--- src/include/mbid_defines.vh ---
/*
  constants for the serial identification slave: frame codes, fixed reply bytes,
  crc settings and character-time figures.
  assumes a 10 MHz system clock and an 11-bit serial character.
*/
`ifndef MBID_DEFINES_VH
`define MBID_DEFINES_VH

// ----------------------------------------------------------------------------
// frame codes
// ----------------------------------------------------------------------------
`define MBID_FN_READ_ID 8'h2B
`define MBID_MEI_DEV_ID 8'h0E
`define MBID_RC_BASIC_SEQ 8'h01
`define MBID_RC_INDIVIDUAL 8'h04
`define MBID_CONFORMITY 8'h51
`define MBID_MORE_FOLLOWS 8'h00
`define MBID_NEXT_OBJECT 8'h00
`define MBID_LAST_OBJECT 2'h2
`define MBID_EXC_FLAG 8'h80
`define MBID_EXC_ILLEGAL_FN 8'h01
`define MBID_EXC_BAD_ADDR 8'h02
`define MBID_EXC_BAD_VALUE 8'h03
`define MBID_BROADCAST 8'h00
`define MBID_REQ_LEN 8'h07
`define MBID_MIN_LEN 8'h04
`define MBID_HDR_LEN_ID 4'h8
`define MBID_HDR_LEN_EXC 4'h3

// ----------------------------------------------------------------------------
// object text lengths in characters
// ----------------------------------------------------------------------------
`define MBID_LEN_VENDOR 4'h4
`define MBID_LEN_PRODUCT 4'hA
`define MBID_LEN_REVISION 4'h5

// ----------------------------------------------------------------------------
// crc-16
// ----------------------------------------------------------------------------
`define MBID_CRC_INIT 16'hFFFF
`define MBID_CRC_POLY 16'hA001

// ----------------------------------------------------------------------------
// timing
// ----------------------------------------------------------------------------
`define MBID_CLK_NS 100
`define MBID_CHAR_BITS 11
`define MBID_BAUD 9600
// 3.5 characters of 11 bits at 9600 baud, in ns
`define MBID_T35_NS 4010417

`endif
--- src/design/mbid_slave.v ---
/*
  serial-link slave for the device identification request and for the
  exception replies of a correctly received frame.
  assumes a byte receiver and transmitter outside: bytes arrive with a one-cycle
  rxValid and a parity flag, and leave through a txValid/txReady handshake.
*/
`timescale 1ns/1ps
`include "mbid_defines.vh"

module mbid_slave #(
   parameter T35_CYCLES = (`MBID_T35_NS + `MBID_CLK_NS - 1) / `MBID_CLK_NS,
   // identity texts: values are arbitrary
   parameter [31:0] VENDOR_TXT = 32'h4D414B52,
   parameter [79:0] PRODUCT_TXT = 80'h4452562D5820352E3041,
   parameter [39:0] REVISION_TXT = 40'h56312E3030
) (
   // clock and reset
   input wire sys_clk,
   input wire reset,
   // configuration
   input wire [7:0] slaveAddr,
   // receive byte stream
   input wire rxValid,
   input wire [7:0] rxData,
   input wire rxParityErr,
   // transmit byte stream
   output wire txValid,
   output wire [7:0] txData,
   input wire txReady,
   // status
   output wire frameDropped,
   output wire replyBusy
);

   // -------------------------------------------------------------------------
   // states
   // -------------------------------------------------------------------------
   localparam [8:0] S_IDLE = 9'h001;
   localparam [8:0] S_RX = 9'h002;
   localparam [8:0] S_EVAL = 9'h004;
   localparam [8:0] S_HDR = 9'h008;
   localparam [8:0] S_OCODE = 9'h010;
   localparam [8:0] S_OLEN = 9'h020;
   localparam [8:0] S_OVAL = 9'h040;
   localparam [8:0] S_CRCL = 9'h080;
   localparam [8:0] S_CRCH = 9'h100;

   // -------------------------------------------------------------------------
   // functions
   // -------------------------------------------------------------------------
   function [15:0] crc16;
      input [15:0] crc;
      input [7:0] data;
      integer b;
      reg [15:0] c;
      begin
         c = crc ^ {8'h00, data};
         for (b = 0; b < 8; b = b + 1) begin
            if (c[0])
               c = (c >> 1) ^ `MBID_CRC_POLY;
            else
               c = c >> 1;
         end
         crc16 = c;
      end
   endfunction

   function [3:0] objLen;
      input [1:0] obj;
      begin
         case (obj)
            2'h0: objLen = `MBID_LEN_VENDOR;
            2'h1: objLen = `MBID_LEN_PRODUCT;
            default: objLen = `MBID_LEN_REVISION;
         endcase
      end
   endfunction

   // first character sits in the top byte of each text
   function [7:0] objChar;
      input [1:0] obj;
      input [3:0] i;
      integer k;
      begin
         k = objLen(obj) - 1 - i;
         case (obj)
            2'h0: objChar = VENDOR_TXT[8*k +: 8];
            2'h1: objChar = PRODUCT_TXT[8*k +: 8];
            default: objChar = REVISION_TXT[8*k +: 8];
         endcase
      end
   endfunction

   // -------------------------------------------------------------------------
   // storage
   // -------------------------------------------------------------------------
   reg [8:0] state_reg;
   reg [7:0] rxBuf [0:7];
   reg [7:0] hdr_reg [0:7];
   reg [7:0] rxCount_reg;
   reg rxBad_reg;
   reg [15:0] rxCrc_reg;
   reg [31:0] gapCnt_reg;
   reg [3:0] hdrLen_reg;
   reg [3:0] idx_reg;
   reg [1:0] obj_reg;
   reg [1:0] lastObj_reg;
   reg [15:0] txCrc_reg;
   reg txValid_reg;
   reg [7:0] txData_reg;
   reg dropped_reg;
   reg busy_reg;
   reg [7:0] curByte;

   wire [7:0] fnCode = rxBuf[1];
   wire [7:0] readCode = rxBuf[3];
   wire [7:0] objNum = rxBuf[4];
   wire addrHit = (rxBuf[0] == slaveAddr) && (slaveAddr != `MBID_BROADCAST);
   wire frameGood = !rxBad_reg && (rxCrc_reg == 16'h0000) && (rxCount_reg >= `MBID_MIN_LEN);
   wire isExc = (hdrLen_reg == `MBID_HDR_LEN_EXC);
   wire rcIndividual = (readCode == `MBID_RC_INDIVIDUAL);

   assign txValid = txValid_reg;
   assign txData = txData_reg;
   assign frameDropped = dropped_reg;
   assign replyBusy = busy_reg;

   // -------------------------------------------------------------------------
   // byte to send in the current state
   // -------------------------------------------------------------------------
   always @* begin
      case (state_reg)
         S_HDR: curByte = hdr_reg[idx_reg[2:0]];
         S_OCODE: curByte = {6'h00, obj_reg};
         S_OLEN: curByte = {4'h0, objLen(obj_reg)};
         S_OVAL: curByte = objChar(obj_reg, idx_reg);
         S_CRCL: curByte = txCrc_reg[7:0];
         S_CRCH: curByte = txCrc_reg[15:8];
         default: curByte = 8'h00;
      endcase
   end

   // -------------------------------------------------------------------------
   // sequencer
   // -------------------------------------------------------------------------
   always @(posedge sys_clk) begin
      if (reset) begin
         state_reg <= S_IDLE;
         rxCount_reg <= 8'h00;
         rxBad_reg <= 1'b0;
         rxCrc_reg <= `MBID_CRC_INIT;
         gapCnt_reg <= 32'h00000000;
         hdrLen_reg <= 4'h0;
         idx_reg <= 4'h0;
         obj_reg <= 2'h0;
         lastObj_reg <= 2'h0;
         txCrc_reg <= `MBID_CRC_INIT;
         txValid_reg <= 1'b0;
         txData_reg <= 8'h00;
         dropped_reg <= 1'b0;
         busy_reg <= 1'b0;
      end else begin
         dropped_reg <= 1'b0;
         case (state_reg)
            S_IDLE: begin
               busy_reg <= 1'b0;
               if (rxValid) begin
                  rxBuf[0] <= rxData;
                  rxCount_reg <= 8'h01;
                  rxCrc_reg <= crc16(`MBID_CRC_INIT, rxData);
                  rxBad_reg <= rxParityErr;
                  gapCnt_reg <= 32'h00000000;
                  state_reg <= S_RX;
               end
            end
            S_RX: begin
               if (rxValid) begin
                  if (rxCount_reg < 8'h08)
                     rxBuf[rxCount_reg[2:0]] <= rxData;
                  if (rxCount_reg != 8'hFF)
                     rxCount_reg <= rxCount_reg + 8'h01;
                  rxCrc_reg <= crc16(rxCrc_reg, rxData);
                  rxBad_reg <= rxBad_reg | rxParityErr;
                  gapCnt_reg <= 32'h00000000;
               end else if (gapCnt_reg == T35_CYCLES - 1) begin
                  // a silence this long closes the frame; an unfinished one fails crc
                  state_reg <= S_EVAL;
               end else begin
                  gapCnt_reg <= gapCnt_reg + 32'h00000001;
               end
            end
            S_EVAL: begin
               idx_reg <= 4'h0;
               txCrc_reg <= `MBID_CRC_INIT;
               hdr_reg[0] <= rxBuf[0];
               if (!frameGood || !addrHit) begin
                  dropped_reg <= addrHit | !frameGood;
                  state_reg <= S_IDLE;
               end else begin
                  busy_reg <= 1'b1;
                  state_reg <= S_HDR;
                  if (fnCode != `MBID_FN_READ_ID || rxBuf[2] != `MBID_MEI_DEV_ID) begin
                     hdr_reg[1] <= fnCode | `MBID_EXC_FLAG;
                     hdr_reg[2] <= `MBID_EXC_ILLEGAL_FN;
                     hdrLen_reg <= `MBID_HDR_LEN_EXC;
                  end else if (rxCount_reg != `MBID_REQ_LEN ||
                               (readCode != `MBID_RC_BASIC_SEQ && !rcIndividual)) begin
                     // no writes are served, so bad values and read codes are
                     // the only code 3 causes left
                     hdr_reg[1] <= fnCode | `MBID_EXC_FLAG;
                     hdr_reg[2] <= `MBID_EXC_BAD_VALUE;
                     hdrLen_reg <= `MBID_HDR_LEN_EXC;
                  end else if (objNum > {6'h00, `MBID_LAST_OBJECT}) begin
                     hdr_reg[1] <= fnCode | `MBID_EXC_FLAG;
                     hdr_reg[2] <= `MBID_EXC_BAD_ADDR;
                     hdrLen_reg <= `MBID_HDR_LEN_EXC;
                  end else begin
                     hdr_reg[1] <= `MBID_FN_READ_ID;
                     hdr_reg[2] <= `MBID_MEI_DEV_ID;
                     hdr_reg[3] <= readCode;
                     hdr_reg[4] <= `MBID_CONFORMITY;
                     hdr_reg[5] <= `MBID_MORE_FOLLOWS;
                     hdr_reg[6] <= `MBID_NEXT_OBJECT;
                     hdr_reg[7] <= rcIndividual ? 8'h01 :
                                   (8'h03 - objNum);
                     hdrLen_reg <= `MBID_HDR_LEN_ID;
                     obj_reg <= objNum[1:0];
                     lastObj_reg <= rcIndividual ? objNum[1:0] : `MBID_LAST_OBJECT;
                  end
               end
            end
            S_HDR, S_OCODE, S_OLEN, S_OVAL, S_CRCL, S_CRCH: begin
               if (!txValid_reg) begin
                  txData_reg <= curByte;
                  txValid_reg <= 1'b1;
                  if (state_reg != S_CRCL && state_reg != S_CRCH)
                     txCrc_reg <= crc16(txCrc_reg, curByte);
               end else if (txReady) begin
                  txValid_reg <= 1'b0;
                  case (state_reg)
                     S_HDR: begin
                        if (idx_reg == hdrLen_reg - 4'h1) begin
                           idx_reg <= 4'h0;
                           state_reg <= isExc ? S_CRCL : S_OCODE;
                        end else begin
                           idx_reg <= idx_reg + 4'h1;
                        end
                     end
                     S_OCODE: state_reg <= S_OLEN;
                     S_OLEN: state_reg <= S_OVAL;
                     S_OVAL: begin
                        if (idx_reg == objLen(obj_reg) - 4'h1) begin
                           idx_reg <= 4'h0;
                           if (obj_reg == lastObj_reg) begin
                              state_reg <= S_CRCL;
                           end else begin
                              obj_reg <= obj_reg + 2'h1;
                              state_reg <= S_OCODE;
                           end
                        end else begin
                           idx_reg <= idx_reg + 4'h1;
                        end
                     end
                     S_CRCL: state_reg <= S_CRCH;
                     default: begin
                        busy_reg <= 1'b0;
                        state_reg <= S_IDLE;
                     end
                  endcase
               end
            end
            default: state_reg <= S_IDLE;
         endcase
      end
   end

endmodule // mbid_slave

--- config.mk ---
export PLATFORM = sky130hd
export DESIGN_NAME = mbid_slave
export DESIGN_NICKNAME = d
export VERILOG_FILES = /design/src/design/mbid_slave.v
export VERILOG_INCLUDE_DIRS = /design/src /design/src/include
export SDC_FILE = /design/constraint.sdc
export NUM_CORES = 1
export LEC_CHECK = 0
export BUFFER_PORTS_ARGS = -buffer_cell sky130_fd_sc_hd__buf_2
export CORE_MARGIN = 8
export CORE_UTILIZATION = 56
export CTS_CLUSTER_DIAMETER = 200
export DETAILED_ROUTE_END_ITERATION = 10
export PLACE_DENSITY_LB_ADDON = 0.08
export SLEW_MARGIN = 20
export SYNTH_ARGS = -nofsm -noshare
export SYNTH_HDL_FRONTEND = slang
export SYNTH_SLANG_ARGS = --single-unit
--- constraint.sdc ---
create_clock -name sys_clk -period 4.2 [get_ports sys_clk]
set_input_delay 0.42 -clock sys_clk [delete_from_list [all_inputs] [get_ports sys_clk]]
set_output_delay 0.42 -clock sys_clk [all_outputs]
set_load 0.02 [all_outputs]
# == Word-level counts from Yosys, hierarchy flattened ==
# Memory sizes are Yosys's and may differ from the RTL's. A register that Yosys moved wholly into a read port is not among the register bits.
# Index checks and enable logic that the tools add are counted.
# classes
n_addsub,9
n_mul,0
n_div,0
magnitude_cmp,3
n_eq_ne,45
shifts,3
n_mux,207
n_bitwise,41
reduce_logical,33
# ops
operator,count
16-bit two-way mux,98
8-bit two-way mux,13
32-bit two-way mux,3
"80-bit by 9-bit indexed part select with 8-bit output, first input constant",1
2-bit NOT with 3-bit output,24
16-bit case mux with 2 select lines,2
32-bit case mux with 2 select lines,1
9-bit two-way mux,7
4-bit two-way mux,13
8-bit case mux with 6 select lines,1
1-bit two-way mux,46
9-bit case mux with 5 select lines,1
"40-bit by 9-bit indexed part select with 8-bit output, first input constant",1
9-bit case mux with 4 select lines,1
"2-bit != test, second input constant",17
"32-bit by 1-bit adder with 32-bit output, second input constant",1
"32-bit by 16-bit equality test with 1-bit output, second input constant",1
8-bit case mux with 2 select lines,2
"32-bit by 9-bit indexed part select with 8-bit output, first input constant",1
16-bit by 8-bit bitwise XOR with 16-bit output,2
4-bit case mux with 2 select lines,3
2-bit two-way mux,10
16-bit zero test,1
8-bit NOT with 16-bit output,1
56 further kinds,90
# word_totals
register_bits,105
latchBits,0
ramBits,128
mem_bits_ro,0
in_bits,21
out_inout_bits,11
wordCells,357
mem_count,2
# mem_list
name,depth,word_bits,rd,rd_clocked_by_memory_dff,wr,line,source
hdr_reg,8,8,1,1,8,mbid_slave.v:99,reg [7:0] hdr_reg [0:7];
rxBuf,8,8,5,0,1,mbid_slave.v:98,reg [7:0] rxBuf [0:7];

# == Longest topological paths before layout ==
# logic_depth
depth_word,56
depth_mapped,19
depth_no_buf,18

# == Worst setup path after synthesis ==
# Ideal clock, no wire load.
# synth_path
path_kind,register -> register
from,register obj_reg[0]
to,register txCrc_reg[14]
setup_time_ns,0.117
t_arrival_ns,4.040
required_ns,4.083
slack_ns,0.043
stages_incl_launch_ff,19
n_path_buf,1
period_less_slack_ns,4.157
cell_sequence,dfxtp_1 inv_1 ha_1 inv_1 ha_1 ha_1 fa_1 clkbuf_1 nand3_1 o311a_1 nor4_2 o21a_1 nor3_2 a2bb2o_2 nor4b_4 xor3_2 xor2_1 o22ai_1 nand2b_1
# synth_between
elab_chain_cells,49
word_cells_on_any_way,57
cone_classes,add/sub: 2; eq/ne: 1; shift: 3; mux: 43; bitwise: 7; reduce/logical: 1
# synth_rtl
element,line,source
from (decl),mbid_slave.v:106,reg [1:0] obj_reg;
from (signal assigned),mbid_slave.v:227,obj_reg <= objNum[1:0];
from (signal assigned),mbid_slave.v:257,obj_reg <= obj_reg + 2'h1;
2-bit by 1-bit equality test with 1-bit output or 2-bit zero test (tied branches),"mbid_slave.v:71, mbid_slave.v:86",
4-bit case mux with 2 select lines,mbid_slave.v:71,case (obj)
4-bit two-way mux,mbid_slave.v:132,case (state_reg)
4-bit by 1-bit subtractor with 5-bit output,mbid_slave.v:85,k = objLen(obj) - 1 - i;
5-bit by 5-bit subtractor with 6-bit output,mbid_slave.v:85,
"80-bit by 9-bit indexed part select with 8-bit output, or another cell as far along",mbid_slave.v:88,2'h1: objChar = PRODUCT_TXT[8*k +: 8];
8-bit case mux with 2 select lines,mbid_slave.v:86,case (obj)
8-bit case mux with 6 select lines *,mbid_slave.v:132,
[33 not listed],--,
16-bit two-way mux *,mbid_slave.v:236,if (state_reg != S_CRCL && state_reg != S_CRCH)
16-bit two-way mux *,mbid_slave.v:233,if (!txValid_reg) begin
16-bit two-way mux *,mbid_slave.v:164,case (state_reg)
16-bit two-way mux *,mbid_slave.v:147,if (reset) begin
16-bit two-way mux *,mbid_slave.v:59,if (c[0])
16-bit two-way mux *,mbid_slave.v:236,
16-bit two-way mux *,mbid_slave.v:233,
16-bit case mux with 2 select lines *,mbid_slave.v:164,
to (signal assigned),mbid_slave.v:157,txCrc_reg <= `MBID_CRC_INIT;
to (signal assigned),mbid_slave.v:194,txCrc_reg <= `MBID_CRC_INIT;
to (signal assigned),mbid_slave.v:237,"txCrc_reg <= crc16(txCrc_reg, curByte);"
to (decl),mbid_slave.v:108,reg [15:0] txCrc_reg;
# Mark *: on every way between the ends. The rest lies on a longest branch, timed or not. The select of a mux whose other input is x is not followed.
# A chain may end at the register's enable or synchronous reset.

# == Worst setup path in the final report ==
# layout_path
from,register obj_reg[1]
to,register txCrc_reg[14]
# The elaborated chain is that of the path after synthesis.

==> impl_metrics.py <==
metrics = {
    "sta": {
        "clock.fmax_mhz": 249,
        "clock_skew_ps": 11.6,
        "maxSlewViolCount": 0,
        "tns_ps": 0,
        "maxSlewHeadroom": 0.354,
        "fin_crit_sh": 0.954,
        "worst_slack_ps": 191,
        "worstMarginPinSlew_ps": 968,
        "whs_ps": 246,
        "period_needed_ps": 4010,
        "hold_viol": 0,
        "setup_viol": 0,
    },
    "critical_path": {
        "worst-path-max-fanout": 6,
        "critPathLaunchType": "register",
        "critPathKind": "register to register",
        "crit_start": "obj_reg[1]",
        "ff2ff_path_depth": 17,
        "worst_setup_path_end_kind": "register",
        "required_ps": 4520,
        "worstReg2RegStart": "obj_reg[1]",
        "cp.arrival_ps": 4330,
    },
    "grt": {
        "track_usage": 0.225,
        "antenna_found_initial": 0,
        "grt_max_degree": 58,
        "grt_pass1_vias": 7062,
        "overflow": 0,
        "grt_pass1_wl_um": 36300,
    },
    "clocking": {
        "path_clk_slew_ps": 70,
        "clockRootBuffer": "clkbuf_16",
        "clkLatencyLatePin_ps": 440,
        "htree_levels": 4,
        "cts_tree": "done",
        "clock_path_buffers": 2,
        "cts_made_buffers": 17,
        "cts.sinks": 181,
    },
    "finish": {
        "drive_gt1_frac": 0.136,
        "final_cell_mix": "113 x nor2_1, 105 x dfxtp_1, 75 x edfxtp_1",
        "layout_commonest_cell": "nor2_1",
        "fin_area_um2": 10300,
        "syn2layout_area_growth_pct": 12.5,
        "diodes": 0,
        "largest_reg_flops": 40,
        "fin_nets": 1021,
    },
    "hold_path": {
        "hold_depth": 3,
        "hold_path.class": "primary input to register",
        "min-delay-start": "rxParityErr",
    },
    "route": {
        "viasPerCell": 5.95,
        "dr_wl_met3_um": 937,
        "final_antenna_net_count": 0,
        "routed_wl_um": 22300,
        "wl_met1_um": 10300,
        "dr.max_layer_used": "met4",
        "drc": 0,
        "wl_met2_um": 10700,
        "drtIter0Drc": 725,
        "drtPass1Iterations": 6,
        "vias": 7231,
        "wire_per_inst_um": 18.3,
    },
    "yosys": {
        "syn-instance-count": 947,
        "synth-simple-area-share": 0.211,
        "synth_mux_area_frac": 0.0247,
        "yosysSeqAreaShare": 0.476,
        "synth_top_family_by_area": "simple AND/OR/NAND/NOR gates",
        "synth_largest_area_cell": "edfxtp_1",
        "synth_compound_area_frac": 0.131,
        "synth-xor-area-share": 0.0996,
        "yosys_warnings": 0,
        "synth-edff-count": 75,
        "yosys.area_share.adder": 0.0251,
        "async_flop_share": 0,
        "yosysTopAreaCellShare": 0.245,
        "syn_nets": 985,
        "synth_seq_cells": 181,
        "ys_top_cells_by_area": "edfxtp_1 25%, dfxtp_1 23%, xor2_1 4.9%, nor2_1 4.6%, xnor2_1 4.3%",
        "synth_area_per_cell_um2": 9.70,
        "synth_flop_cell": "dfxtp_1",
        "synth_cell_types": 80,
        "syn-cell-area_um2": 9190,
    },
    "pwr": {
        "p_per_area_nw_per_um2": 412,
        "p_leak_nw": 3.71,
        "ir_drop_uv": 340,
    },
    "placed_design": {
        "place_hpwl_um": 16200,
        "routabilityCongestion": 0.891,
        "io_buffers": 31,
        "place_ws_ps": 1.68,
        "place_area_um2": 9650,
    },
    "floorplan": {
        "start_util": 0.564,
        "die_height_um": 144,
        "die_area_um2": 20800,
        "rows": 47,
        "dieWidth_um": 144,
        "core_area_um2": 16300,
        "ios": 32,
    },
    "status": {
        "status": "completed",
    },
    "job": {
        "maxCapViolations": 0,
    },
}
kinds of logic (layout without fill, tap and decap cells):
logic type	Yosys count	count (layout)
AO/OA/AOI/OAI	179	179
AND/OR/NAND/NOR	372	372
adder cells (fa/ha/maj)	18	18
buffers and inverters	75	124
multiplexers	22	22
XOR/XNOR	100	100
flip-flops	181	181
worst paths after layout:
kind / to / slack, ps
setup / recovery: txCrc_reg[14] / 190
hold / removal: rxBad_reg / 250
setup reg to reg: txCrc_reg[14] / 190
hold reg to reg: hdr_reg[3][4] / 470
per-stage QoR:
stage | total power [W] | std cells | utilization
final | 0.00426 | 1216 | 0.634
after global routing | 0.00443 | 1216 | 0.634
after CTS | 0.00427 | 1214 | 0.629
after detailed placement | 0.00269 | 1182 | 0.593
after global placement | 0.00267 | 1182 | 0.593
after floorplan | 0.00252 | 947 | -
worst max-delay path, cell delays in order (launching register included):
cell and delay, ps:
dfxtp_1 340, inv_2 80, ha_2 170, inv_1 50, ha_1 270, inv_1 40, ha_1 400, o22a_1 330
or3_1 390, a21oi_4 220, nand2_1 90, nand2_1 180, mux2i_4 330, xor2_2 170, xor3_2 500, xor2_1 160
o22ai_1 110, nand2b_1 70
metal layers:
layer / vias up / track usage
met5: - / 0
met4: 0 / 0.0730
met3: 24 / 0.0399
met2: 185 / 0.364
met1: 3536 / 0.299
li1: 3486 / -
what timing repair did:
action	CTS	global route
pin swaps	0	6
cloned	0	0
setup endpoints to repair	1	3
buffers inserted	0	2
gates resized for setup	1	16
hold buffers	0	0
hold endpoints to repair	0	0
report_power, final:
| group | leakage [nW] | total (W) | internal (W) | switching, W |
|---|---|---|---|---|
| clock | 0.281 | 0.00160 | 0.000904 | 0.000692 |
| sequential | 1.54 | 0.00203 | 0.00191 | 0.000112 |
| combinational | 1.89 | 0.000635 | 0.000264 | 0.000371 |
synthesized netlist by cell type, types with 3 or more instances:
cell type / count
a21oi_1: 43
and3_1: 12
nor3_1: 32
edfxtp_1: 75
a41oi_1: 3
a31oi_1: 6
or2_2: 4
and2_1: 5
nor4_1: 12
nand2b_1: 24
buf_2: 11
nand2_1: 67
nor2b_1: 5
o21bai_1: 6
xor2_1: 51
xnor2_1: 45
nand4_1: 17
ha_1: 16
o31ai_1: 4
and4_1: 3
a211o_1: 11
nor2_1: 113
o22a_1: 3
mux2i_1: 17
a311oi_1: 4
buf_1: 3
o22ai_1: 20
dfxtp_1: 106
nor3b_1: 6
o32ai_1: 3
o21a_1: 5
mux2_2: 4
nor4bb_1: 3
o21ai_0: 31
nor4b_1: 6
clkbuf_1: 30
a211oi_1: 10
nand3_1: 28
inv_1: 28
or3_1: 17
final cells by class:
type	instances	area (um^2)
clock buffers	20	447
multi-input cells	691	4580
well taps	220	275
clock inverters	12	143
inverters	28	105
flip-flops and latches	181	4380
fillers	1359	5960
repair buffers	64	407
Power figures use the tool's default switching activity.
